--- src/flow_ctl_pkg.sv ---
// constants and carriers shared by the backend flow control block
// assumes one clock domain; all pci and backend pins synchronous to it
`default_nettype none

package flow_ctl_pkg;

  // datapath shape
  localparam int DATA_W     = 32;
  localparam int LANES      = 4;
  localparam int ADDR_W     = 16;
  localparam int FIFO_DEPTH = 16;
  localparam int OCC_W      = 5;

  // read prefetch limits, in words
  localparam logic [OCC_W-1:0] RD_BUF_WORDS    = 5'h05;
  localparam logic [OCC_W-1:0] RD_RESUME_WORDS = 5'h04;

  // backend address step per word, in bytes
  localparam logic [ADDR_W-1:0] WORD_STEP = 16'h0004;

  // extra backend-to-pci stages; slow families need one more
  localparam int EXTRA_LAT_STD  = 0;
  localparam int EXTRA_LAT_SLOW = 1;
  localparam int PCI_LAT_STD    = 2;

  // writes allowed after a continuous ready is withdrawn
  localparam logic [1:0] WR_OVERRUN_MAX = 2'h2;

  localparam logic [LANES-1:0] NO_LANES = 4'h0;

  // one backend read word on its way to the buffer
  typedef struct packed {
    logic              valid;
    logic [DATA_W-1:0] data;
  } cap_s;

  // one backend write beat
  typedef struct packed {
    logic [LANES-1:0]  strobes;
    logic [DATA_W-1:0] data;
  } wr_beat_s;

endpackage

`default_nettype wire

--- src/pci_backend_flow_control.sv ---
// pci target burst flow control towards a backend memory or fifo
// assumes the target controller drives the burst levels and start pulse,
// and that read and write bursts never overlap
//
// How it works
// - read prefetch holds at most five words
// - fetching stops at five, resumes at four
// - pipelined mode captures one edge after handshake
// - read ready held while buffer not full
// - captured word reaches pci two cycles later
// - address steps one word after each write
// - write ready from backend raises target ready
// - strobes follow target ready and initiator ready
// - at most two writes after ready withdrawn
// - read word moves only when both strobes active
// - direct mode captures on the handshake edge
// - one strobe per lane with address, data
`timescale 1ns/10ps
`default_nettype none

module pci_backend_flow_control
  import flow_ctl_pkg::*;
#(
  parameter int EXTRA_LAT = EXTRA_LAT_STD
) (
  // clock and reset
  input  wire logic              ref_clk,
  input  wire logic              reset,
  // burst control from the target controller
  input  wire logic              rd_burst,
  input  wire logic              wr_burst,
  input  wire logic              burst_start,
  input  wire logic [ADDR_W-1:0] start_addr,
  input  wire logic              rd_sync,
  // pci data phase
  input  wire logic              pci_irdy_n,
  input  wire logic [DATA_W-1:0] pci_ad_in,
  input  wire logic [LANES-1:0]  pci_cbe_n,
  output logic                   pci_trdy_n,
  output logic      [DATA_W-1:0] pci_ad_out,
  // backend read handshake
  output logic                   rd_ready,
  input  wire logic              rd_valid,
  input  wire logic [DATA_W-1:0] rd_data,
  // backend write handshake
  input  wire logic              write_accept_ready,
  output logic      [LANES-1:0]  write_byte_strobes,
  output logic      [DATA_W-1:0] wr_data,
  // backend address
  output logic      [ADDR_W-1:0] mem_addr
);

  if (EXTRA_LAT != EXTRA_LAT_STD && EXTRA_LAT != EXTRA_LAT_SLOW) begin : g_bad_lat
    $error("EXTRA_LAT must be 0 or 1");
  end
  if (RD_BUF_WORDS + EXTRA_LAT > FIFO_DEPTH) begin : g_bad_depth
    $error("read buffer limit exceeds fifo depth");
  end

  ////////////////////////////////////////////////////////////////////////////
  // registers

  logic              pci_trdy_n_q;
  logic [DATA_W-1:0] pci_ad_out_q;
  logic              rd_ready_q;
  logic              take_q;
  logic [OCC_W-1:0]  occ_q;
  wr_beat_s          wr_beat_q;
  logic [ADDR_W-1:0] mem_addr_q;

  assign pci_trdy_n         = pci_trdy_n_q;
  assign pci_ad_out         = pci_ad_out_q;
  assign rd_ready           = rd_ready_q;
  assign write_byte_strobes = wr_beat_q.strobes;
  assign wr_data            = wr_beat_q.data;
  assign mem_addr           = mem_addr_q;

  wire irdy = !pci_irdy_n;
  wire trdy = !pci_trdy_n_q;

  // a data phase completes when target and initiator are ready together
  function automatic logic beat_done(input logic t_ready, input logic i_ready);
    return t_ready && i_ready;
  endfunction

  ////////////////////////////////////////////////////////////////////////////
  // backend read capture

  // a word moves only on ready and valid together
  wire take = rd_burst && rd_ready_q && rd_valid;

  cap_s cap_in;
  cap_s cap;

  // pipelined backends present data one edge after the strobes
  assign cap_in.valid = rd_burst && (rd_sync ? take_q : take);
  assign cap_in.data  = rd_data;

  // slow families get one more stage before the buffer
  stage_delay #(
    .WIDTH ($bits(cap_s)),
    .DEPTH (EXTRA_LAT)
  ) u_lat (
    .clk   (ref_clk),
    .reset (reset),
    .din   (cap_in),
    .dout  (cap)
  );

  ////////////////////////////////////////////////////////////////////////////
  // prefetch buffer and pci delivery

  logic              fifo_in_ready;
  logic              fifo_out_valid;
  logic [DATA_W-1:0] fifo_out_data;

  // a new word may be put on the bus when the slot is empty or just taken
  wire load_slot = rd_burst && (!trdy || irdy);
  wire pop       = load_slot && fifo_out_valid;
  wire delivered = rd_burst && beat_done(trdy, irdy);

  // leftovers are dropped at burst end; recovery lives elsewhere
  word_fifo #(
    .WIDTH (DATA_W),
    .DEPTH (FIFO_DEPTH)
  ) u_buf (
    .clk       (ref_clk),
    .reset     (reset),
    .flush     (!rd_burst),
    .in_valid  (cap.valid && rd_burst),
    .in_ready  (fifo_in_ready),
    .in_data   (cap.data),
    .out_valid (fifo_out_valid),
    .out_ready (load_slot),
    .out_data  (fifo_out_data)
  );

  // in-flight words count too, so the limit holds across the pipeline
  wire [OCC_W-1:0] occ_d = rd_burst
                         ? occ_q + OCC_W'(take) - OCC_W'(delivered)
                         : '0;

  // ready never waits on the pci master, only on buffer room
  wire rd_ready_d = rd_burst && (occ_d <= RD_RESUME_WORDS) && fifo_in_ready;

  ////////////////////////////////////////////////////////////////////////////
  // write pacing

  wire wr_done = wr_burst && beat_done(trdy, irdy);

  // target ready is held until the master takes the beat
  wire wr_trdy_d = wr_burst && (write_accept_ready || (trdy && !irdy));
  wire rd_trdy_d = pop || (rd_burst && trdy && !irdy);
  wire trdy_d    = rd_burst ? rd_trdy_d : wr_trdy_d;

  wr_beat_s wr_beat_d;
  assign wr_beat_d.strobes = wr_done ? ~pci_cbe_n : NO_LANES;
  assign wr_beat_d.data    = wr_done ? pci_ad_in : wr_beat_q.data;

  wire wrote = (wr_beat_q.strobes != NO_LANES);

  wire [ADDR_W-1:0] mem_addr_d = burst_start     ? start_addr
                               : (take || wrote) ? mem_addr_q + WORD_STEP
                               : mem_addr_q;

  ////////////////////////////////////////////////////////////////////////////
  // state

  always_ff @(posedge ref_clk) begin
    if (reset) begin
      pci_trdy_n_q <= 1'b1;
      pci_ad_out_q <= '0;
      rd_ready_q   <= 1'b0;
      take_q       <= 1'b0;
      occ_q        <= '0;
    end else begin
      pci_trdy_n_q <= !trdy_d;
      pci_ad_out_q <= pop ? fifo_out_data : pci_ad_out_q;
      rd_ready_q   <= rd_ready_d;
      take_q       <= take;
      occ_q        <= occ_d;
    end
  end

  always_ff @(posedge ref_clk) begin
    if (reset) begin
      wr_beat_q  <= '0;
      mem_addr_q <= '0;
    end else begin
      wr_beat_q  <= wr_beat_d;
      mem_addr_q <= mem_addr_d;
    end
  end

  ////////////////////////////////////////////////////////////////////////////
  // checks

  // writes seen since write ready was last high
  logic [1:0] overrun_q;
  always_ff @(posedge ref_clk) begin
    if (reset || write_accept_ready || !wr_burst) begin
      overrun_q <= '0;
    end else if (wrote && overrun_q != 2'h3) begin
      overrun_q <= overrun_q + 2'h1;
    end
  end
endmodule

`default_nettype wire

--- src/word_fifo.sv ---
// synchronous fifo with valid/ready on both sides and a flush
// assumes flush and reset are synchronous to clk
`timescale 1ns/10ps
`default_nettype none

module word_fifo #(
  parameter int WIDTH = 32,
  parameter int DEPTH = 16
) (
  // clock and reset
  input  wire logic             clk,
  input  wire logic             reset,
  input  wire logic             flush,
  // filling side
  input  wire logic             in_valid,
  output logic                  in_ready,
  input  wire logic [WIDTH-1:0] in_data,
  // draining side
  output logic                  out_valid,
  input  wire logic             out_ready,
  output logic      [WIDTH-1:0] out_data
);

  localparam int PW = $clog2(DEPTH);

  if (DEPTH < 2 || (1 << PW) != DEPTH) begin : g_bad_depth
    $error("word_fifo depth must be a power of two, at least 2");
  end

  logic [WIDTH-1:0] mem [DEPTH];
  logic [PW:0]      wr_ptr_q;
  logic [PW:0]      rd_ptr_q;

  wire full  = (wr_ptr_q[PW] != rd_ptr_q[PW]) && (wr_ptr_q[PW-1:0] == rd_ptr_q[PW-1:0]);
  wire empty = (wr_ptr_q == rd_ptr_q);
  wire push  = in_valid && !full;
  wire pop   = out_ready && !empty;

  assign in_ready  = !full;
  assign out_valid = !empty;
  assign out_data  = mem[rd_ptr_q[PW-1:0]];

  always_ff @(posedge clk) begin
    if (push) begin
      mem[wr_ptr_q[PW-1:0]] <= in_data;
    end
  end

  always_ff @(posedge clk) begin
    if (reset || flush) begin
      wr_ptr_q <= '0;
      rd_ptr_q <= '0;
    end else begin
      wr_ptr_q <= wr_ptr_q + (PW+1)'(push);
      rd_ptr_q <= rd_ptr_q + (PW+1)'(pop);
    end
  end

endmodule

`default_nettype wire

--- src/stage_delay.sv ---
// fixed register delay line; depth zero is a straight wire
// assumes reset synchronous to clk
`timescale 1ns/10ps
`default_nettype none

module stage_delay #(
  parameter int WIDTH = 33,
  parameter int DEPTH = 0
) (
  // clock and reset
  input  wire logic             clk,
  input  wire logic             reset,
  // data
  input  wire logic [WIDTH-1:0] din,
  output logic      [WIDTH-1:0] dout
);

  if (DEPTH < 0 || DEPTH > 4) begin : g_bad_depth
    $error("stage_delay depth must lie in 0..4");
  end

  if (DEPTH == 0) begin : g_wire
    assign dout = din;
  end else begin : g_regs
    logic [WIDTH-1:0] stage_q [DEPTH];
    for (genvar i = 0; i < DEPTH; i++) begin : g_stage
      always_ff @(posedge clk) begin
        if (reset) begin
          stage_q[i] <= '0;
        end else begin
          stage_q[i] <= (i == 0) ? din : stage_q[(i == 0) ? 0 : i-1];
        end
      end
    end
    assign dout = stage_q[DEPTH-1];
  end

endmodule

`default_nettype wire

--- config.mk ---
export PLATFORM = sky130hd
export DESIGN_NAME = pci_backend_flow_control
export DESIGN_NICKNAME = d
export VERILOG_FILES = /design/src/flow_ctl_pkg.sv /design/src/pci_backend_flow_control.sv /design/src/word_fifo.sv /design/src/stage_delay.sv
export SDC_FILE = /design/constraint.sdc
export NUM_CORES = 1
export LEC_CHECK = 0
export BUFFER_PORTS_ARGS = -buffer_cell sky130_fd_sc_hd__buf_4
export CAP_MARGIN = 0
export CORE_UTILIZATION = 53
export CTS_CLUSTER_DIAMETER = 30
export DETAILED_ROUTE_END_ITERATION = 10
export PLACE_DENSITY = 0.72
export SKIP_CTS_REPAIR_TIMING = 1
export SLEW_MARGIN = 0
export SYNTH_ARGS = -nofsm -noshare
export SYNTH_HDL_FRONTEND = slang
export SYNTH_SLANG_ARGS = --single-unit
export TNS_END_PERCENT = 20
--- constraint.sdc ---
create_clock -name ref_clk -period 6.9 [get_ports ref_clk]
set_clock_uncertainty 0.1 [all_clocks]
set_input_delay 0.345 -clock ref_clk [delete_from_list [all_inputs] [get_ports ref_clk]]
set_output_delay 0.345 -clock ref_clk [all_outputs]
set_load 0.01 [all_outputs]
==> impl_metrics.py, run 1 <==
metrics = {
    "grt": {
        "grt_max_degree": 70,
        "grt_pass1_wl_um": 82200,
        "grt_use_total_pct": 25.5,
        "grt_overflow": 0,
        "antenna_found_initial": 0,
        "grt_pass1_vias": 13400,
    },
    "timing": {
        "setup_violations": 0,
        "fin_ws_ns": 2.88,
        "rsz0062_at_grt": "false",
        "setup-tns-final_ns": 0,
        "min_period_over_period_pct": 58.2,
        "hold_viol": 4,
        "max_freq_mhz": 249,
        "slew_violations": 0,
        "relSlewSlack_pct": 15.5,
        "worst_pin_slew_ns": 1.27,
        "holdWs_ns": -0.0243,
        "period_minus_slack_ns": 4.02,
    },
    "worst_hold_path": {
        "hold_class": "input port to flop",
    },
    "drt": {
        "dr.pass1.iters": 5,
        "vias": 13500,
        "drcViolationCount": 0,
        "drt-wirelength-per-cell_um": 25.5,
        "wl_um": 57700,
        "drt-vias-per-instance": 5.96,
        "drt.antenna.violating_nets": 0,
        "drt_iter0_markers": 1536,
    },
    "cells_and_area": {
        "fin_area_sq_mm": 0.0302,
        "final_util_pct": 69.9,
        "mostFrequentLayoutCells": "512 x edfxtp_1, 205 x buf_4, 128 x mux4_2",
        "layout-drive-gt1-share_pct": 32.6,
        "layout_commonest_cell": "edfxtp_1",
        "nNetsFinal": 1685,
        "diodes": 0,
        "area_delta_synth_final_pct": 29.8,
    },
    "floorplan": {
        "io_pins": 179,
        "dieArea_sq_mm": 0.0447,
        "num_rows": 76,
        "coreArea_sq_mm": 0.0432,
        "die_w_um": 212,
        "die_h_um": 212,
        "initial_core_util_pct": 53.9,
    },
    "pwr": {
        "power_density_mw_per_mm2": 332,
        "max-vdd-ir-drop_uv": 192,
        "totalPowerFinal_mw": 10.0,
        "p_leak_nw": 10.2,
    },
    "job": {
        "cap_violations": 0,
    },
    "yosys": {
        "seq_area_frac_synth_pct": 74.9,
        "ys_seq_elements": 614,
        "netlist_area_sq_mm": 0.0233,
        "synth_warnings": 0,
        "syn-num-nets": 1362,
        "avgSynthCellArea_sq_um": 18.5,
        "synth-edff-count": 512,
        "synthArstFlopShare_pct": 0,
        "synth-main-ff-cell": "edfxtp_1",
        "synth_cell_types": 46,
        "syn_inst": 1258,
    },
    "worst_setup_path": {
        "required_ns": 7.08,
        "startpoint_type": "flop",
        "cp-end-kind": "flop",
        "arrival_ns": 4.20,
        "critPathKind": "flop to flop",
        "cp_max_fo": 63,
    },
    "placement": {
        "gp_congestion": 0.779,
        "io_buffer_count": 178,
        "dpl_cell_area_sq_mm": 0.0254,
        "dp_slack_ns": 2.81,
        "dp_hpwl_um": 27300,
    },
    "clocking": {
        "htree_levels": 3,
        "clk_latency_ns": 0.66,
        "ctsLongestPathBuffers": 3,
        "clkSinkCount": 614,
        "cts-root-buf": "clkbuf_16",
        "clkSlewWorstSetupHoldPaths_ns": 0.05,
        "numCtsBuffers": 113,
        "cts_tree": "yes",
    },
    "run_status": {
        "status": "finished with violations",
        "violations": "hold timing",
    },
}
==> flip-flops by register name (all words and copies together), names as in the netlist <==
signal / count
u_buf.rd_ptr_q: 5
write_byte_strobes: 4
pci_ad_out: 32
wr_data: 32
u_buf.wr_ptr_q: 5
rd_ready: 1
pci_trdy_n: 1
mem_addr: 16
u_buf.mem: 512
occ_q: 5
take_q: 1
==> worst paths after layout <==
path | cells past startpoint | startpoint | slack, ns | to
hold / removal | 5 | start_addr[7] | -0.02 | mem_addr[7]
hold reg to reg | 2 | wr_data[21] | 0.36 | wr_data[21]
setup / recovery | 7 | u_buf.rd_ptr_q[1] | 2.88 | u_buf.mem[7][22]
setup reg to reg | 7 | u_buf.rd_ptr_q[1] | 2.88 | u_buf.mem[7][22]
==> cells in the mapped netlist, types with 3 or more instances <==
master	count	area, sq um
a211oi_1	4	30.0
a21oi_1	48	240
a22o_1	33	289
a22oi_1	66	495
a31oi_1	3	18.8
and2_1	7	43.8
buf_1	5	18.8
buf_2	18	90.1
buf_4	6	45.0
clkbuf_1	47	176
dfxtp_1	102	2040
edfxtp_1	512	15400
ha_1	10	125
inv_1	13	48.8
mux2i_1	3	30.0
mux4_2	128	2880
nand2_1	116	435
nand2b_1	5	31.3
nand3_1	12	60.1
nor2_1	28	105
nor2b_1	6	37.5
nor3_1	16	80.1
nor4_1	4	25.0
nor4_2	6	75.1
nor4b_2	4	60.1
o21ai_0	15	75.1
o31ai_1	3	22.5
or3_1	4	25.0
xnor2_1	5	43.8
xor2_1	9	78.8
==> area by class of cell <==
| type | instances | area [sq um] |
|---|---|---|
| Tap cell | 585 | 732 |
| Clock buffer | 137 | 3040 |
| Fill cell | 2578 | 13000 |
| Sequential cell | 614 | 17400 |
| Multi-Input combinational cell | 553 | 5610 |
| Inverter | 14 | 52.6 |
| Clock inverter | 77 | 995 |
| Timing Repair Buffer | 285 | 2340 |
==> worst max-delay path, cell delays in order, from the launching register on <==
cell,delay (ns)
dfxtp_4,0.97
xor2_1,0.23
nor4_2,0.09
nor2b_1,0.14
or3_1,0.35
buf_4,0.26
nor4_4,0.92
buf_4,0.55
==> layer usage <==
metal / routed length, um / global-route usage, %
met1: 23300 / 34.4
met2: 28000 / 40.2
met3: 4790 / 5.79
met4: 1500 / 11.0
met5: 0 / 0
==> logic make-up after synthesis <==
group           Yosys count  synth area share [%]
xor+xnor                 14                 0.527
flops                   614                  74.9
simple gates            216                  4.44
fa+ha+maj                11                 0.624
mux                     131                  12.5
compound gates          181                  5.32
buf+inv                  91                  1.69
==> stage by stage <==
step	hold slack, ns	std cells
2_1_floorplan	0.324	1258
3_3_place_gp	0.343	1971
3_5_place_dp	0.350	1971
4_1_cts	-0.274	2185
5_1_grt	0.0176	2265
6_report	-0.0243	2265
==> power breakdown <==
part | switching (mW) | internal [mW] | total [mW]
Clock | 1.88 | 3.88 | 5.76
Combinational | 0.120 | 0.105 | 0.225
Sequential | 0.0149 | 4.03 | 4.05
(Power assumes the default switching activity.)
==> run 2: changes to the inputs <==
- PLACE_DENSITY: 0.72 -> 0.75
- clock period: 6.9 -> 3.3 ns (I/O delays scaled with it)
==> run 2 against run 1 <==
Effect of this change:
- the run still ends with hold timing left
- sequential power grew 110%
- global-route usage about the same
- combinational power grew 120%
- non-clock buffer count up 29
- register-to-register slack got worse by 2.6 ns
- critical path depth is the same
- flip-flop and latch count did not move
- wire length rose by 0.25%
- largest power group unchanged
- critical path type unchanged
==> impl_metrics.py, run 2 (synthesized netlist as in run 1, its figures left out) <==
metrics = {
    "drt": {
        "vias": 13700,
        "drt-wirelength-per-cell_um": 25.3,
        "drt_iter0_markers": 1532,
        "drt-vias-per-instance": 5.99,
        "drt.antenna.violating_nets": 0,
        "drcViolationCount": 0,
        "dr.pass1.iters": 6,
        "wl_um": 57800,
    },
    "timing": {
        "holdWs_ns": -0.00947,
        "setup_violations": 0,
        "min_period_over_period_pct": 90.9,
        "rsz0062_at_grt": "false",
        "worst_pin_slew_ns": 1.27,
        "max_freq_mhz": 334,
        "slew_violations": 0,
        "hold_viol": 1,
        "relSlewSlack_pct": 14.8,
        "period_minus_slack_ns": 3.00,
    },
    "run_status": {
        "violations": "hold timing",
        "status": "finished with violations",
    },
    "cells_and_area": {
        "n_fill_cell": 2561,
        "multi_input_comb_area_sq_mm": 0.00566,
        "layout-drive-gt1-share_pct": 32.6,
        "mostFrequentLayoutCells": "512 x edfxtp_1, 211 x buf_4, 128 x mux4_2",
        "layout_commonest_cell": "edfxtp_1",
        "area_delta_synth_final_pct": 30.9,
        "largest_reg_flops": 512,
        "nNetsFinal": 1710,
        "diodes": 0,
        "regArea_sq_mm": 0.0174,
    },
    "worst_setup_path": {
        "cp-end-kind": "flop",
        "cp_max_fo": 19,
        "arrival_ns": 3.17,
        "critPathKind": "flop to flop",
        "startpoint_type": "flop",
        "required_ns": 3.47,
    },
    "floorplan": {
        "initial_core_util_pct": 53.9,
        "die_w_um": 212,
        "die_h_um": 212,
        "dieArea_sq_mm": 0.0447,
        "num_rows": 76,
        "io_pins": 179,
        "coreArea_sq_mm": 0.0432,
    },
    "clocking": {
        "clkSinkCount": 614,
        "htree_levels": 3,
        "clk_latency_ns": 0.63,
        "clkSlewWorstSetupHoldPaths_ns": 0.05,
        "numCtsBuffers": 109,
        "cts-root-buf": "clkbuf_16",
        "ctsLongestPathBuffers": 3,
        "cts_tree": "yes",
    },
    "pwr": {
        "pwr-share-comb_pct": 2.4,
        "p_leak_nw": 10.4,
        "power_density_mw_per_mm2": 680,
        "swShare_pct": 19.9,
        "max-vdd-ir-drop_uv": 610,
        "p_seq_share_pct": 40.9,
        "p_sw_mw": 4.13,
        "p_int_mw": 16.6,
        "totalPowerFinal_mw": 20.7,
        "power.share.clock_pct": 56.8,
    },
    "grt": {
        "grt_max_degree": 131,
        "grt_pass1_vias": 13600,
        "grt_pass1_wl_um": 83000,
        "grt_use_total_pct": 25.5,
        "antenna_found_initial": 0,
        "grt_overflow": 0,
    },
    "placement": {
        "gp_congestion": 0.814,
        "io_buffer_count": 178,
        "dp_hpwl_um": 27700,
    },
    "job": {
        "cap_violations": 0,
    },
    "worst_hold_path": {
        "hold_class": "input port to flop",
    },
}
==> run 2: cell types whose count changed in the layout (fill, tap and decap cells not counted), moves of 4 or more <==
cell | before | now
buf_12 | 0 | 7
buf_4 | 205 | 211
clkinv_1 | 13 | 6
dlygate4sd3_1 | 80 | 96
nor3_2 | 4 | 0
nor3_4 | 0 | 4
==> run 2: final cells by class <==
type | instances | area share, %
clock buffers | 137 | 9.85
clock inverters | 68 | 2.97
inverters | 14 | 0.173
multi-input cells | 553 | 18.6
flip-flops and latches | 614 | 57.2
well taps | 585 | 2.40
repair buffers | 314 | 8.82
==> run 2: final timing paths <==
kind                      from                end  slack [ns]  cells past startpoint
max reg2reg  u_buf.rd_ptr_q[2]  u_buf.mem[11][18]        0.30                      7
max          u_buf.rd_ptr_q[2]  u_buf.mem[11][18]        0.30                      7
min reg2reg        wr_data[29]        wr_data[29]        0.36                      2
min                burst_start        mem_addr[3]      -0.009                      3
==> run 2: power by group through the flow <==
stage | Clock [mW] | Sequential [mW] | Combinational (mW)
final | 11.8 | 8.46 | 0.487
after global routing | 12.2 | 8.46 | 0.523
after CTS | 11.9 | 8.46 | 0.383
after detailed placement | 0 | 8.61 | 0.380
after global placement | 0 | 8.61 | 0.367
after floorplan | 0 | 8.62 | 0.126
==> run 2: layer usage <==
metal  vias up  GRT usage [%]  wire (um)
met5         -              0          0
met4         0           10.6       1650
met3       147           5.71       4920
met2       805           41.7      29000
met1      6948           33.3      22200
li1       5794              -          -
==> run 2: critical path, cell delays in order (launching register included) <==
cell	delay, ns
dfxtp_1	0.56
xor2_1	0.30
nor4_2	0.10
nor2b_1	0.15
or3_1	0.42
buf_12	0.21
nor4b_4	0.32
buf_4	0.45
==> run 2: per-stage QoR <==
step	TNS, ns	instances	utilization, %	instance area [sq um]	worst slack, ns
after detailed placement	0	1984	59.3	25600	0.523
after global placement	0	1984	59.3	25600	0.560
after floorplan	-190.49	1258	-	23300	-0.564
after CTS	0	2189	68.3	29500	0.320
final	0	2285	70.6	30500	0.302
after global routing	0	2285	70.6	30500	0.233
